==> src/logic/noa_defs.svh <==
// register offsets, field positions, reset values and counts of the oscillator
`ifndef NOA_DEFS_SVH
`define NOA_DEFS_SVH

`define NOA_ADR_W 8
`define NOA_OFS_CONTROL 8'h00
`define NOA_OFS_CLOCK 8'h04
`define NOA_OFS_ACC_LOW 8'h08
`define NOA_OFS_ACC_HIGH 8'h0c
`define NOA_OFS_ACC_UPPER 8'h10
`define NOA_OFS_STEP_LOW 8'h14
`define NOA_OFS_STEP_HIGH 8'h18
`define NOA_OFS_STEP_UPPER 8'h1c
`define NOA_OFS_IRQ 8'h20

`define NOA_BIT_ON 7
`define NOA_BIT_LEVEL 5
`define NOA_BIT_INVERT 4
`define NOA_BIT_PFM 0
`define NOA_POS_PW 5
`define NOA_POS_CKS 0
`define NOA_BIT_IRQ_FLAG 0
`define NOA_BIT_IRQ_IE 1
`define NOA_BIT_IRQ_PERIPHERAL_IRQ_ENABLE 2
`define NOA_BIT_IRQ_GIE 3

`define NOA_ACC_W 20
`define NOA_STEP_RESET 20'h00001
`define NOA_XFER_EDGES 2'h2

`endif

==> src/logic/noa_pkg.sv <==
// types shared by the oscillator design files
package noa_pkg;

  typedef enum logic [1:0] {
    NOA_SRC_FAST_OSC,
    NOA_SRC_SYS_CLK,
    NOA_SRC_LOGIC_CELL3,
    NOA_SRC_RESERVED
  } noa_clk_src_t;

  typedef struct packed {
    logic module_on;
    logic output_invert;
    logic pulse_mode_select;
    logic [2:0] pulse_width_code;
    noa_clk_src_t clock_source_code;
    logic [19:0] phase_accumulator;
    logic [19:0] phase_step;
    logic [19:0] step_buf;
    logic [1:0] xfer_cnt;
    logic ovf_pend;
    logic [7:0] pulse_left;
    logic raw;
    logic output_level;
    logic overflow_irq_flag;
    logic overflow_irq_enable;
    logic peripheral_irq_enable;
    logic global_irq_enable;
    logic irq_req;
    logic keep_osc;
    logic ack;
    logic [7:0] rdata;
  } noa_state_t;

endpackage

==> src/logic/noa_edge_sync.sv <==
// two-flop synchronisers with rising edge detect, one per asynchronous input
`timescale 1ns/10ps
module noa_edge_sync #(
  parameter int W = 2
) (
  input wire logic i_clk,
  input wire logic i_nrst,
  input wire logic [W-1:0] i_async,
  output logic [W-1:0] o_rise
);
  genvar g;
  generate
    for (g = 0; g < W; g = g + 1) begin : g_bit
      logic s1_reg;
      logic s2_reg;
      logic s3_reg;
      // first stage feeds only the second; edge taken between stages two and three
      always_ff @(posedge i_clk) begin
        if (!i_nrst) begin
          s1_reg <= 1'b0;
          s2_reg <= 1'b0;
          s3_reg <= 1'b0;
        end else begin
          s1_reg <= i_async[g];
          s2_reg <= s1_reg;
          s3_reg <= s2_reg;
        end
      end
      assign o_rise[g] = s2_reg & ~s3_reg;
    end
  endgenerate
endmodule

==> src/logic/noa_osc_accum.sv <==
// phase accumulator oscillator with wishbone register slave
//
// Overview of operation
// - each input clock edge adds buffered step; carry overflows
// - disabled: step byte writes reach buffer at once
// - toggle mode inverts output on every overflow
// - control bit 0 picks toggle or pulse mode
// - pulse mode: active for selected periods, then inactive
// - pulse starts at first input edge after overflow
// - clock bits 7-5 give 2^code input periods
// - control bit 4 set makes active level low
// - polarity change with interrupts enabled sets flag
// - control bit 5 reads final output level
// - final output goes to logic cell, waveform generator
// - overflow sets flag; request needs all four enables
// - flag stays set until software clears it
// - reset zeroes all; step low bit 0 is one
// - accumulator runs from selected input clock only
// - enabled with fast oscillator selected keeps it awake
// - clock bits 1-0 select input clock source
// - control bit 7 turns module on
// - enabled: step low write loads buffer second edge
// - accumulator as three bytes, upper nibble reads zero
// - step as three bytes, upper nibble reads zero
`timescale 1ns/10ps
`include "noa_defs.svh"
module noa_osc_accum
  import noa_pkg::*;
(
  input wire logic i_clk,
  input wire logic i_nrst,
  input wire logic i_wb_cyc,
  input wire logic i_wb_stb,
  input wire logic i_wb_we,
  input wire logic [`NOA_ADR_W-1:0] i_wb_adr,
  input wire logic [3:0] i_wb_sel,
  input wire logic [31:0] i_wb_dat,
  output logic [31:0] o_wb_dat,
  output logic o_wb_ack,
  input wire logic i_fast_internal_osc,
  input wire logic i_logic_cell3_output,
  output logic o_osc_out,
  output logic o_irq_req,
  output logic o_keep_fast_osc
);

  noa_state_t s_reg;
  noa_state_t s_next;
  logic [1:0] rise;

  // pin-side clocks are sampled, so their rate must stay well under half of i_clk
  noa_edge_sync #(
    .W(2)
  ) u_sync (
    .i_clk(i_clk),
    .i_nrst(i_nrst),
    .i_async({i_logic_cell3_output, i_fast_internal_osc}),
    .o_rise(rise)
  );

  logic req;
  logic wr;
  logic [7:0] wd;
  logic tick;
  logic carry;
  logic [19:0] sum;
  logic ovf;
  logic pol_evt;

  always_comb begin
    s_next = s_reg;
    s_next.ack = 1'b0;
    req = i_wb_cyc & i_wb_stb & ~s_reg.ack;
    wr = req & i_wb_we & i_wb_sel[0];
    wd = i_wb_dat[7:0];
    pol_evt = 1'b0;

    // input clock edge as a one-cycle enable
    case (s_reg.clock_source_code)
      NOA_SRC_FAST_OSC: tick = rise[0];
      NOA_SRC_SYS_CLK: tick = 1'b1;
      NOA_SRC_LOGIC_CELL3: tick = rise[1];
      default: tick = 1'b0;
    endcase

    {carry, sum} = {1'b0, s_reg.phase_accumulator} + {1'b0, s_reg.step_buf};
    ovf = s_reg.module_on & tick & carry;

    if (s_reg.module_on && tick) begin
      s_next.phase_accumulator = sum;
      if (s_reg.pulse_mode_select) begin
        s_next.ovf_pend = ovf;
        if (s_reg.ovf_pend) begin
          s_next.raw = 1'b1;
          s_next.pulse_left = (8'h01 << s_reg.pulse_width_code) - 8'h01;
        end else if (s_reg.pulse_left != 8'h00) begin
          s_next.pulse_left = s_reg.pulse_left - 8'h01;
        end else begin
          s_next.raw = 1'b0;
        end
      end else begin
        s_next.ovf_pend = 1'b0;
        if (ovf) begin
          s_next.raw = ~s_reg.raw;
        end
      end
      // buffer follows the step on the second edge after a low byte write
      if (s_reg.xfer_cnt != 2'h0) begin
        s_next.xfer_cnt = s_reg.xfer_cnt - 2'h1;
        if (s_reg.xfer_cnt == 2'h1) begin
          s_next.step_buf = s_reg.phase_step;
        end
      end
    end
    if (!s_reg.module_on) begin
      s_next.raw = 1'b0;
      s_next.ovf_pend = 1'b0;
      s_next.pulse_left = 8'h00;
      s_next.xfer_cnt = 2'h0;
    end

    // software writes take priority over the running accumulator
    if (wr) begin
      case (i_wb_adr)
        `NOA_OFS_CONTROL: begin
          s_next.module_on = wd[`NOA_BIT_ON];
          s_next.output_invert = wd[`NOA_BIT_INVERT];
          s_next.pulse_mode_select = wd[`NOA_BIT_PFM];
          pol_evt = (wd[`NOA_BIT_INVERT] != s_reg.output_invert);
        end
        `NOA_OFS_CLOCK: begin
          s_next.pulse_width_code = wd[`NOA_POS_PW +: 3];
          s_next.clock_source_code = noa_clk_src_t'(wd[`NOA_POS_CKS +: 2]);
        end
        `NOA_OFS_ACC_LOW: s_next.phase_accumulator[7:0] = wd;
        `NOA_OFS_ACC_HIGH: s_next.phase_accumulator[15:8] = wd;
        `NOA_OFS_ACC_UPPER: s_next.phase_accumulator[19:16] = wd[3:0];
        `NOA_OFS_STEP_LOW: begin
          s_next.phase_step[7:0] = wd;
          if (s_reg.module_on) begin
            s_next.xfer_cnt = `NOA_XFER_EDGES;
          end
        end
        `NOA_OFS_STEP_HIGH: s_next.phase_step[15:8] = wd;
        `NOA_OFS_STEP_UPPER: s_next.phase_step[19:16] = wd[3:0];
        `NOA_OFS_IRQ: begin
          s_next.overflow_irq_flag = s_reg.overflow_irq_flag & wd[`NOA_BIT_IRQ_FLAG];
          s_next.overflow_irq_enable = wd[`NOA_BIT_IRQ_IE];
          s_next.peripheral_irq_enable = wd[`NOA_BIT_IRQ_PERIPHERAL_IRQ_ENABLE];
          s_next.global_irq_enable = wd[`NOA_BIT_IRQ_GIE];
        end
        default: ;
      endcase
      // while off the buffer tracks every step byte write immediately
      if (!s_reg.module_on && (i_wb_adr == `NOA_OFS_STEP_LOW ||
          i_wb_adr == `NOA_OFS_STEP_HIGH || i_wb_adr == `NOA_OFS_STEP_UPPER)) begin
        s_next.step_buf = s_next.phase_step;
      end
    end

    // hardware set beats a same-cycle software clear
    if (ovf || (pol_evt && s_reg.overflow_irq_enable)) begin
      s_next.overflow_irq_flag = 1'b1;
    end
    s_next.output_level = s_next.raw ^ s_next.output_invert;
    s_next.irq_req = s_next.overflow_irq_flag & s_next.module_on &
      s_next.overflow_irq_enable & s_next.peripheral_irq_enable &
      s_next.global_irq_enable;
    s_next.keep_osc = s_next.module_on &
      (s_next.clock_source_code == NOA_SRC_FAST_OSC);

    // read data captured with the ack; unmapped reads return zero
    if (req) begin
      s_next.ack = 1'b1;
      case (i_wb_adr)
        `NOA_OFS_CONTROL: s_next.rdata = {s_reg.module_on, 1'b0, s_reg.output_level,
          s_reg.output_invert, 3'h0, s_reg.pulse_mode_select};
        `NOA_OFS_CLOCK: s_next.rdata = {s_reg.pulse_width_code, 3'h0,
          s_reg.clock_source_code};
        `NOA_OFS_ACC_LOW: s_next.rdata = s_reg.phase_accumulator[7:0];
        `NOA_OFS_ACC_HIGH: s_next.rdata = s_reg.phase_accumulator[15:8];
        `NOA_OFS_ACC_UPPER: s_next.rdata = {4'h0, s_reg.phase_accumulator[19:16]};
        `NOA_OFS_STEP_LOW: s_next.rdata = s_reg.phase_step[7:0];
        `NOA_OFS_STEP_HIGH: s_next.rdata = s_reg.phase_step[15:8];
        `NOA_OFS_STEP_UPPER: s_next.rdata = {4'h0, s_reg.phase_step[19:16]};
        `NOA_OFS_IRQ: s_next.rdata = {4'h0, s_reg.global_irq_enable,
          s_reg.peripheral_irq_enable, s_reg.overflow_irq_enable, s_reg.overflow_irq_flag};
        default: s_next.rdata = 8'h00;
      endcase
    end
  end

  always_ff @(posedge i_clk) begin
    if (!i_nrst) begin
      s_reg <= '0;
      s_reg.phase_step <= `NOA_STEP_RESET;
      s_reg.step_buf <= `NOA_STEP_RESET;
    end else begin
      s_reg <= s_next;
    end
  end

  assign o_wb_dat = {24'h000000, s_reg.rdata};
  assign o_wb_ack = s_reg.ack;
  assign o_osc_out = s_reg.output_level;
  assign o_irq_req = s_reg.irq_req;
  assign o_keep_fast_osc = s_reg.keep_osc;

endmodule

==> config.mk <==
export PLATFORM = sky130hd
export DESIGN_NAME = noa_osc_accum
export DESIGN_NICKNAME = d
export VERILOG_FILES = /design/src/logic/noa_pkg.sv /design/src/logic/noa_edge_sync.sv /design/src/logic/noa_osc_accum.sv
export VERILOG_INCLUDE_DIRS = /design/src /design/src/logic
export SDC_FILE = /design/constraint.sdc
export NUM_CORES = 1
export LEC_CHECK = 0
export ABC_AREA = 1
export BUFFER_PORTS_ARGS = -buffer_cell sky130_fd_sc_hd__buf_2
export CORE_MARGIN = 4
export CORE_UTILIZATION = 50
export CTS_CLUSTER_SIZE = 24
export DETAILED_ROUTE_END_ITERATION = 10
export GPL_TIMING_DRIVEN = 1
export PLACE_DENSITY = 0.71
export SYNTH_ARGS = -nofsm -noshare
export SYNTH_HDL_FRONTEND = slang
export SYNTH_HIERARCHICAL = 1
export SYNTH_SLANG_ARGS = --single-unit
==> constraint.sdc <==
create_clock -name i_clk -period 1.86 [get_ports i_clk]
set_input_delay 0.186 -clock i_clk [delete_from_list [all_inputs] [get_ports i_clk]]
set_output_delay 0.186 -clock i_clk [all_outputs]
set_load 0.01 [all_outputs]
-- Yosys cells after proc, flatten, opt, wreduce, memory -nomap -nowiden
Cells that the tools add are included.
- register bits after elaboration: 102
- bits of input ports: 51
- output and inout port bits: 36
- word-level logic and storage cells: 112
- $add $sub $neg: 4
- equal/unequal tests: 12
- shift-type cells: 1
- multiplexer cells: 32
- bitwise logic cells: 19
- reductions and logical operators: 17
- operator list (cell ; count):
    8-bit case mux with 9 select lines ; 1
    70-bit two-way mux ; 1
    20-bit two-way mux ; 3
    8-bit two-way mux ; 6
    8-bit by 5-bit equality test with 1-bit output, second input constant ; 4
    32-bit two-way mux ; 1
    22-bit two-way mux ; 1
    20-bit by 20-bit adder with 21-bit output ; 1
    9-bit two-way mux ; 2
    8-bit by 4-bit equality test with 1-bit output, second input constant ; 2
    4-bit two-way mux ; 4
    8-bit by 1-bit subtractor with 8-bit output, second input constant ; 2
    1-bit bitwise AND ; 14
    12-bit two-way mux ; 1
    8-bit by 3-bit equality test with 1-bit output, second input constant ; 1
    8-bit by 6-bit equality test with 1-bit output, second input constant ; 1
    8-bit logical NOT ; 1
    8-bit nonzero test ; 1
    1-bit by 3-bit left shift with 8-bit output, first input constant ; 1
    1-bit two-way mux ; 7
    2-bit AND reduction ; 3
    5-bit two-way mux ; 1
    2-bit by 1-bit equality test with 1-bit output, second input constant ; 2
    2-bit logical NOT ; 2
    13 further kinds ; 22

-- Depth between registers and ports, before layout
Gate-level depths: netlist of the first run.
- depth in word-level cells: 16
- depth in mapped cells: 17
- mapped depth without buffers: 17

-- Cells and area by module
The synthesis of the first run kept the hierarchy.
- modules (own cells, without submodules) (module ; times used ; cells each ; area each (um^2) ; sequential area each (um^2)):
    noa_osc_accum ; 1 ; 945 ; 6246.0 ; 1921.8
    noa_edge_sync ; 1 ; 22 ; 180.2 ; 120.1

-- Least setup slack after synthesis of the first run
OpenSTA, ideal clock, no wires.
- path type: reg-to-reg
- from: register s_reg[28] in the netlist's numbering
- to: register s_reg[82] in the netlist's numbering
- library setup time: 0.113 ns
- data arrival time: 1.905 ns
- required time: 1.747 ns
- setup slack: -0.158 ns
- stages on the path, launching flop included: 14
- clock period less this slack: 2.018 ns
- cells stage by stage: dfxtp_1 ha_1 fa_1 nand3_1 nand2_1 nand2_1 nand2_1 a21oi_2 o21bai_1 or2_1 nand3_1 nand2_1 nand2_1 nor2_1
- longest elaborated chain between the ends: 4
- RTL lines (what ; line ; text):
    from (decl) ; noa_osc_accum.sv:47 ; noa_state_t s_reg;
    from (signal assigned) ; noa_osc_accum.sv:199 ; s_reg <= s_next;
    20-bit by 20-bit adder with 21-bit output * ; noa_osc_accum.sv:86 ; {carry, sum} = {1'b0, s_reg.phase_accumulator} + {1'b0, s_reg.step_buf};
    20-bit two-way mux * ; noa_osc_accum.sv:89 ; if (s_reg.module_on && tick) begin
    8-bit two-way mux ; noa_osc_accum.sv:124 ; case (i_wb_adr)
    70-bit two-way mux * ; noa_osc_accum.sv:123 ; if (wr) begin
Mark *: on every way between the ends. The rest lies on a longest branch, timed or not.
A chain may end at the register's enable or synchronous reset.

-- Worst setup path after layout of the first run
- from: register s_reg[68] in the netlist's numbering
- to: register s_reg[76] in the netlist's numbering
The elaborated chain is that of the path after synthesis.

==> reports/qor.yml, run 1 <==
run_status: "finished with violations"
violations: "negative setup slack"
area_growth_pct: 30.0
end_kind: "register"
yosysUniqueCellTypes: 53
grt_max_degree: 36
root_buffer: "clkbuf_16"
holdCritPathClass: "in -> reg"
setup_violations: 9
drive_above_1_share: 0.294
fin_crit_sh: 1.09
coreArea_mm2: 0.0126
ys_ff_latch: 102
final_util: 0.662
post_dp_cell_area_mm2: 0.00724
cp_top_family: "adder cells"
cts.sinks: 102
die_y_um: 121
vias: 7021
post-route-min-period_ps: 2040
numPortBuffers: 35
worstSetupPathType: "reg -> reg"
largest_register_ffs: 84
clock_path_buffers: 2
fin_hold_ws_ps: 14.6
tightest_slew_ps: 567
worstPathMaxFanout: 4
path_common_cell: "buf_4"
required_ps: 2110
slowest_delay_ps: 370
dp_hpwl_mm: 15.0
syn_area_per_cell_um2: 6.65
cp_num_buf_inv: 2
firstDrtPassIters: 6
n_fill_cell: 1135
slew_headroom: 0.622
cpMaxStageDelayCell: "fa_2"
post_drt_wl_per_cell_um: 16.6
grt_overflow: 0
core.rowCount: 41
diodes: 0
ys_warn_count: 6
syn-cell-area_mm2: 0.00643
seqCellArea_mm2: 0.00209
wl_mm: 21.1
fin_ws_ps: -176
clock_latency_ps: 360
ys.flop_type: "dfxtp_1"
grt_pass1_vias: 6189
synth_common_cells: "213 x nand2_1, 119 x inv_1, 102 x dfxtp_1, 97 x o21ai_0, 89 x nor2_1"
ys_seq_area_frac: 0.318
route.detailed.drc: 0
power.density_mw_per_mm2: 524
startpoint_type: "register"
antenna_found_initial: 0
ant_nets: 0
start_util: 0.509
viasPerCell: 5.54
fp.dieW_um: 121
grt_pass1_wl_mm: 31.1
dp_slack_ps: -148
skew_ps: 5.94
yosysTopAreaCellShare: 0.318
cts_buffers: 9
synthArstFlopShare: 0
final_area_mm2: 0.00836
synthCells: 967
p_leak_nw: 3.70
clock.fmax_ghz: 0.491
vdd_drop_max_v: 0.000512
cts_tree: "yes"
place_congestion: 0.936
r2r_slack_ps: -180
yosysMostFrequentCell: "nand2_1"
rsz0062_at_grt: "true"
die-area_mm2: 0.0147
ys_top_cells_by_area: "dfxtp_1 32%, nand2_1 12%, o21ai_0 7.6%, inv_1 7.0%, a21oi_1 5.9%"
clkTransAtPathRegs_ps: 70
final_nets: 1164
h-tree-depth: 3
cp_data_arrival_time_ps: 2280
maxSlewViolCount: 0
multi_input_area_mm2: 0.00417
yosysTopAreaCell: "dfxtp_1"
drt_iter0_markers: 662
io_pins: 87
cp_cell_sequence: "ha_4 -> fa_2 -> nand3_2 -> nand2_4 -> buf_4 -> buf_4 -> a21oi_4 -> o21ai_1 -> a21oi_1 -> o22ai_1 -> and2_1"
hold_violations: 0
drv_cap: 0
grt.total_usage: 0.271
synth-edff-count: 0
## timing repair
item	4_1_cts	5_1_grt
hold buffers	0	0
resized for setup	43	117
buffers inserted	5	17
pin swaps	12	54
endpoints found under the setup margin	19	32
## path summary, 6_finish.rpt
check	start	end	depth (start not counted)
hold reg to reg	u_sync/g_bit[0].s1_reg$_SDFF_PN0_	u_sync/g_bit[0].s2_reg$_SDFF_PN0_	2
setup / recovery	s_reg[68]$_SDFF_PN0_	s_reg[76]$_SDFF_PN0_	11
hold / removal	i_logic_cell3_output	u_sync/g_bit[1].s1_reg$_SDFF_PN0_	3
setup reg to reg	s_reg[68]$_SDFF_PN0_	s_reg[76]$_SDFF_PN0_	11
## layout by cell type, fill, tap and decap left out, types with 24 or more instances in the layout
cell,n
buf_4,113
a21oi_1,62
buf_2,35
inv_1,115
dfxtp_1,70
nor2_1,75
nand2_1,189
nand3_1,32
dfxtp_2,28
o21ai_0,94
conb_1,24
## per-layer routing
layer  track usage  routed length, µm
met1         0.365               8830
met2         0.430               9680
met4         0.104                787
met3        0.0517               1780
met5             0                  0
## stage by stage
stage	total power, mW	instances	setup TNS, ps
final	4.38	1268	-777
after global routing	4.51	1268	-2100
after CTS	4.39	1254	-376
after detailed placement	2.47	1233	-1400
after global placement	2.47	1233	-1230
after floorplan	2.42	990	-56.8
## worst reg2reg max path: cells and delay by family (launching register included)
| kind | cells | cell delay (ps) |
|---|---|---|
| buffers and inverters | 2 | 280 |
| DFF | 1 | 340 |
| AOI/OAI and AO/OA | 4 | 450 |
| adders and majority gates | 2 | 530 |
| and+or+nand+nor | 3 | 320 |
## kinds of logic after synthesis
kind of cell / Yosys count / synth area share
AO/OA/AOI/OAI: 257 / 0.224
XOR/XNOR: 12 / 0.0164
adder cells (fa/ha/maj): 22 / 0.0440
buffers and inverters: 190 / 0.139
flip-flops: 102 / 0.318
multiplexers: 1 / 0.00175
other: 1 / 0.000584
AND/OR/NAND/NOR: 382 / 0.256
## cell type report
type                       count  area share
timing repair buffer         154       0.131
inverter                     126      0.0572
clock inverter                 3     0.00509
tap                          172      0.0258
multi-input combinational    698       0.499
clock buffer                  13      0.0311
sequential                   102       0.250
## report_power, final
part	switching, mW	total, mW	internal (mW)
logic	0.164	0.230	0.0654
clock network	0.832	1.95	1.12
registers	0.00966	2.20	2.19
total	1.01	4.38	3.37
Power figures use the tool's default switching activity.
==> run 2: changes to the inputs <==
Settings changed: CTS_BUF_LIST set to sky130_fd_sc_hd__clkbuf_8 sky130_fd_sc_hd__clkbuf_16, PLACE_DENSITY 0.71 to 0.68.
Clock period 1.86 ns to 2.03 ns, I/O delays scaled along.
==> run 2 against run 1 <==
The flow now finishes without violations. Sequential power shrank 8%. Power shrank 11%. Largest cell class unchanged. Clock skew grew 1.6 ps.
==> reports/qor.yml, run 2 (same netlist as run 1, synthesis figures left out) <==
startpoint_type: "register"
grt_pass1_wl_mm: 29.4  # -5.5%
grt_overflow: 0  # unchanged
cpMaxStageDelayCell: "fa_2"
p_total_mw: 3.91  # -11%
cts.sinks: 102  # unchanged
io_pins: 87  # unchanged
layout_common_cells: "207 x nand2_1, 121 x inv_1, 96 x o21ai_0, 91 x dfxtp_1, 85 x nor2_1"
grt_max_degree: 34  # -5.6%
cts_tree: "yes"
r2r_slack_ps: 50  # +220 ps
dp_hpwl_mm: 14.5  # -3.0%
drv_cap: 0  # unchanged
intPower_mw: 2.97  # -12%
setup_violations: 0  # -9
drt_iter0_markers: 627  # -5.3%
path_depth: 10  # -1
fp.dieW_um: 121  # unchanged
p_leak_nw: 3.27  # -12%
hold_violations: 0  # unchanged
maxSlewViolCount: 0  # unchanged
seq_power_share: 0.517  # +0.014
power.density_mw_per_mm2: 520  # -0.72%
power_frac_comb: 0.052  # about the same
cp_top_family: "compound AO/OA/AOI/OAI gates"
end_kind: "register"
worstPathMaxFanout: 3  # -1
final_nets: 1099  # -5.6%
route.detailed.drc: 0  # unchanged
post-route-min-period_ps: 1980  # -54.0 ps
coreArea_mm2: 0.0126  # unchanged
r2r-end: "s_reg[76]$_SDFF_PN0_"
slew_headroom: 0.570  # -0.0512
root_buffer: "clkbuf_16"
area_growth_pct: 16.9
clock_path_buffers: 2  # unchanged
worstSetupPathType: "reg -> reg"
grt.total_usage: 0.257  # -0.0139
clkTransAtPathRegs_ps: 70  # about the same
dp_slack_ps: -49.2  # +99.0 ps
h-tree-depth: 3  # unchanged
worstRegToRegCells: 10  # -1
cp_cell_sequence: "ha_4 -> fa_2 -> nand3_2 -> nand2_4 -> buf_4 -> a21oi_2 -> o21ai_0 -> a21oi_1 -> o22ai_1 -> and2_1"
cts_buffers: 9  # unchanged
place_congestion: 0.952  # +1.8%
cp_data_arrival_time_ps: 2230  # -50 ps
post_drt_wl_per_cell_um: 16.1  # -3.4%
fin_ws_ps: 48.0  # +224 ps
die_y_um: 121  # unchanged
cts_hold_buf: 0  # unchanged
tightest_slew_ps: 644  # +76.8 ps
wl_mm: 19.3  # -8.4%
slowest_delay_ps: 370  # about the same
ant_nets: 0  # unchanged
holdCritPathClass: "in -> reg"
grt_pass1_vias: 5632  # -9.0%
skew_ps: 7.55  # +1.60 ps
pwr-share-clk: 0.430  # -0.015
vdd_drop_max_v: 0.000559  # +9.1%
antenna_found_initial: 0  # unchanged
numPortBuffers: 35  # unchanged
hold_end: "u_sync/g_bit[0].s1_reg$_SDFF_PN0_"
netSwitchingFraction: 0.240  # +0.0107
r2r-start: "s_reg[28]$_SDFF_PN1_"
p_switching_mw: 0.939  # -6.6%
required_ps: 2280  # +170 ps
die-area_mm2: 0.0147  # unchanged
firstDrtPassIters: 5  # -1
final_util: 0.595  # -0.0669
vias: 6501  # -7.4%
hold_path_depth: 3  # unchanged
rsz0062_at_grt: "true"
fin_crit_sh: 0.976  # -0.118
viasPerCell: 5.40  # -2.4%
drive_above_1_share: 0.177  # -0.117
cp_num_buf_inv: 1  # -1
largest_register_ffs: 84  # unchanged
final_common_cell: "nand2_1"
core.rowCount: 41  # unchanged
clock_latency_ps: 350  # about the same
worstHoldStart: "i_fast_internal_osc"
diodes: 0  # unchanged
start_util: 0.509  # unchanged
run_status: "completed"
clock.fmax_ghz: 0.505  # +2.7%
run 2: cell type report:
cell class	instances	area, µm²
clock buffers	11	253
clock inverters	5	33.8
fillers	1252	5110
inverters	126	478
multi-input cells	698	3890
flip-flops and latches	102	2060
well taps	172	215
repair buffers	89	581
run 2: worst max path at each step:
stage / startpoint / end / slack [ps]
after floorplan: s_reg[28]$_SDFF_PN1_ / s_reg[82]$_SDFF_PN0_ / 10
after detailed placement: s_reg[28]$_SDFF_PN1_ / s_reg[76]$_SDFF_PN0_ / -50
after global routing: s_reg[72]$_SDFF_PN0_ / s_reg[79]$_SDFF_PN0_ / -30
final: s_reg[28]$_SDFF_PN1_ / s_reg[76]$_SDFF_PN0_ / 50
after global placement: s_reg[28]$_SDFF_PN1_ / s_reg[76]$_SDFF_PN0_ / -30
after CTS: s_reg[71]$_SDFF_PN0_ / s_reg[79]$_SDFF_PN0_ / 2
run 2: power groups by stage:
stage | combinational [mW] | sequential [mW] | clock, mW
global placement | 0.197 | 2.07 | 0
detailed placement | 0.199 | 2.07 | 0
finish | 0.204 | 2.02 | 1.68
global route | 0.226 | 2.02 | 1.78
floorplan | 0.148 | 2.07 | 0
CTS | 0.200 | 2.02 | 1.71
run 2: worst min-delay path: cells and delay by family:
| family | cells | cell delay, ps |
|---|---|---|
| buffers and inverters | 2 | 120 |
| and+or+nand+nor | 1 | 40 |
run 2: routing by layer:
| layer | track usage | routed length, µm |
|---|---|---|
| met5 | 0 | 0 |
| met1 | 0.350 | 8360 |
| met4 | 0.0966 | 674 |
| met2 | 0.402 | 8810 |
| met3 | 0.0522 | 1480 |
run 2: stage by stage:
stage | hold WS, ps | instance area, µm² | setup TNS (ps) | instances
CTS | 22.0 | 7170 | 0 | 1198
detailed placement | 389 | 6850 | -87.9 | 1182
global route | 50.4 | 7510 | -90.3 | 1203
finish | 33.7 | 7510 | 0 | 1203
floorplan | 296 | 6510 | 0 | 990
global placement | 386 | 6850 | -46.6 | 1182
run 2: timing repair:
item,in CTS,in global routing
resized for setup,6,61
cloned,0,0
setup buffers,0,5
endpoints found under the setup margin,9,15
endpoints found under the hold margin,0,0
pin swaps,0,15
==> run 3: changes to the inputs <==
Clock period 2.03 ns to 1.95 ns, I/O delays scaled along.
==> run 3 against run 2 <==
The flow now finishes with violations (negative setup slack). Die area is the same. Highest routed layer unchanged. Register-to-register slack worse by 110 ps. Sequential power rose by 4%.
==> reports/qor.yml, run 3 (same netlist as run 1, synthesis figures left out) <==
grt_pass1_wl_mm: 30.3  # +3.0%
cts_tree: "yes"
slowest_delay_ps: 370  # about the same
grt_overflow: 0  # unchanged
ant_nets: 0  # unchanged
fin_hold_ws_ps: 17.3  # -16.4 ps
clock_path_buffers: 2  # unchanged
layout_common_cells: "202 x nand2_1, 117 x inv_1, 94 x o21ai_0, 84 x buf_4, 82 x nor2_1"
cpMaxStageDelayCell: "fa_2"
hold_violations: 0  # unchanged
start_util: 0.509  # unchanged
holdCritPathClass: "in -> reg"
power.density_mw_per_mm2: 520  # about the same
grt.total_usage: 0.263  # +0.00577
cp_top_family: "simple AND/OR/NAND/NOR gates"
tightest_slew_ps: 568  # -76.3 ps
core.rowCount: 41  # unchanged
cp_data_arrival_time_ps: 2300  # +70 ps
vias: 6663  # +2.5%
diodes: 0  # unchanged
fp.dieW_um: 121  # unchanged
run_status: "finished with violations"
post_drt_wl_per_cell_um: 16.1  # about the same
firstDrtPassIters: 6  # +1
setup_violations: 2  # +2
fin_crit_sh: 1.03  # +0.0551
clkTransAtPathRegs_ps: 70  # about the same
final_area_mm2: 0.00784  # +4.4%
cp_cell_sequence: "ha_4 -> fa_2 -> nand3_2 -> nand2_2 -> nand2_2 -> nand2_2 -> a21oi_4 -> buf_4 -> xnor2_2 -> nand2_1 -> nand3_1 -> nand2_1 -> a21oi_2"
route.detailed.drc: 0  # unchanged
viasPerCell: 5.40  # about the same
setup_tns_ps: -91.6  # -91.6 ps
clock_latency_ps: 360  # about the same
end_kind: "register"
largest_register_ffs: 84  # unchanged
final_util: 0.622  # +0.0264
final_common_cell: "nand2_1"
post-route-min-period_ps: 2010  # +29.4 ps
die-area_mm2: 0.0147  # unchanged
coreArea_mm2: 0.0126  # unchanged
grt_pass1_vias: 5801  # +3.0%
area_growth_pct: 22.1
worstPathMaxFanout: 3  # unchanged
p_total_mw: 4.08  # +4.4%
cp_num_buf_inv: 1  # unchanged
maxSlewViolCount: 0  # unchanged
drive_above_1_share: 0.234  # +0.0579
worstSetupPathType: "reg -> reg"
cts.sinks: 102  # unchanged
wl_mm: 19.8  # +2.5%
h-tree-depth: 3  # unchanged
violations: "negative setup slack"
dp_hpwl_mm: 14.6  # +0.65%
grt_max_degree: 36  # +5.9%
p_leak_nw: 3.47  # +6.2%
cts_hold_buf: 0  # unchanged
startpoint_type: "register"
skew_ps: 7.23  # -0.313 ps
drt_iter0_markers: 674  # +7.5%
drv_cap: 0  # unchanged
root_buffer: "clkbuf_16"
n_fill_cell: 1175  # -6.2%
antenna_found_initial: 0  # unchanged
final_nets: 1130  # +2.8%
place_congestion: 0.952  # about the same
post_dp_cell_area_mm2: 0.00709  # +3.4%
numPortBuffers: 35  # unchanged
io_pins: 87  # unchanged
path_common_cell: "nand2_2"
cts_buffers: 9  # unchanged
vdd_drop_max_v: 0.000604  # +8.1%
rsz0062_at_grt: "true"
fin_ws_ps: -61.4  # -109 ps
r2r_slack_ps: -60  # -110 ps
die_y_um: 121  # unchanged
slew_headroom: 0.621  # +0.0509
required_ps: 2240  # -40 ps
clock.fmax_ghz: 0.497  # -1.5%
run 3: cell types whose count changed in the layout (fill, tap and decap cells not counted), sizes merged:
cell      before  now
buf           89  120
clkbuf        11   10
clkinvlp       0    2
inv          125  124
run 3: report_power, final:
part	switching (mW)	internal, mW	total, mW	leakage (nW)
clock network	0.853	0.911	1.76	0.137
logic	0.158	0.0547	0.213	2.50
registers	0.00940	2.10	2.10	0.835
run 3: path summary, 6_finish.rpt:
check | from | to | cells after the start
worst max-delay path | s_reg[28]$_SDFF_PN1_ | s_reg[78]$_SDFF_PN0_ | 13
worst min-delay path | i_logic_cell3_output | u_sync/g_bit[1].s1_reg$_SDFF_PN0_ | 3
worst max register to register | s_reg[28]$_SDFF_PN1_ | s_reg[78]$_SDFF_PN0_ | 13
worst min register to register | u_sync/g_bit[0].s1_reg$_SDFF_PN0_ | u_sync/g_bit[0].s2_reg$_SDFF_PN0_ | 2
run 3: per-stage QoR:
stage	cells	setup WS (ps)
after floorplan	990	33.2
after global placement	1212	-51.5
after detailed placement	1212	-40.8
after CTS	1229	-55.0
after global routing	1234	-132
final	1234	-61.4
run 3: per-layer routing:
layer	wire (µm)	track usage	vias to the layer above
met4	457	0.0791	0
met5	0	0	-
met3	1450	0.0499	29
li1	-	-	3324
met2	9030	0.408	256
met1	8870	0.371	3054
run 3: worst min-delay path: stages:
cell and delay, ps:
buf_2 70, nand2_1 40, inv_1 40
run 3: layout make-up:
| cell class | instances | area [µm²] | area share |
|---|---|---|---|
| multi-input cells | 698 | 3980 | 0.507 |
| flip-flops and latches | 102 | 2070 | 0.264 |
| repair buffers | 120 | 817 | 0.104 |
| inverters | 126 | 478 | 0.0609 |
| clock buffers | 10 | 239 | 0.0305 |
| well taps | 172 | 215 | 0.0274 |
| clock inverters | 6 | 45.0 | 0.00574 |
run 3: what timing repair did:
| action | 4_1_cts | 5_1_grt |
|---|---|---|
| gates resized for setup | 17 | 82 |
| buffers inserted | 1 | 5 |
| pin swaps | 4 | 20 |
| endpoints found under the setup margin | 12 | 19 |
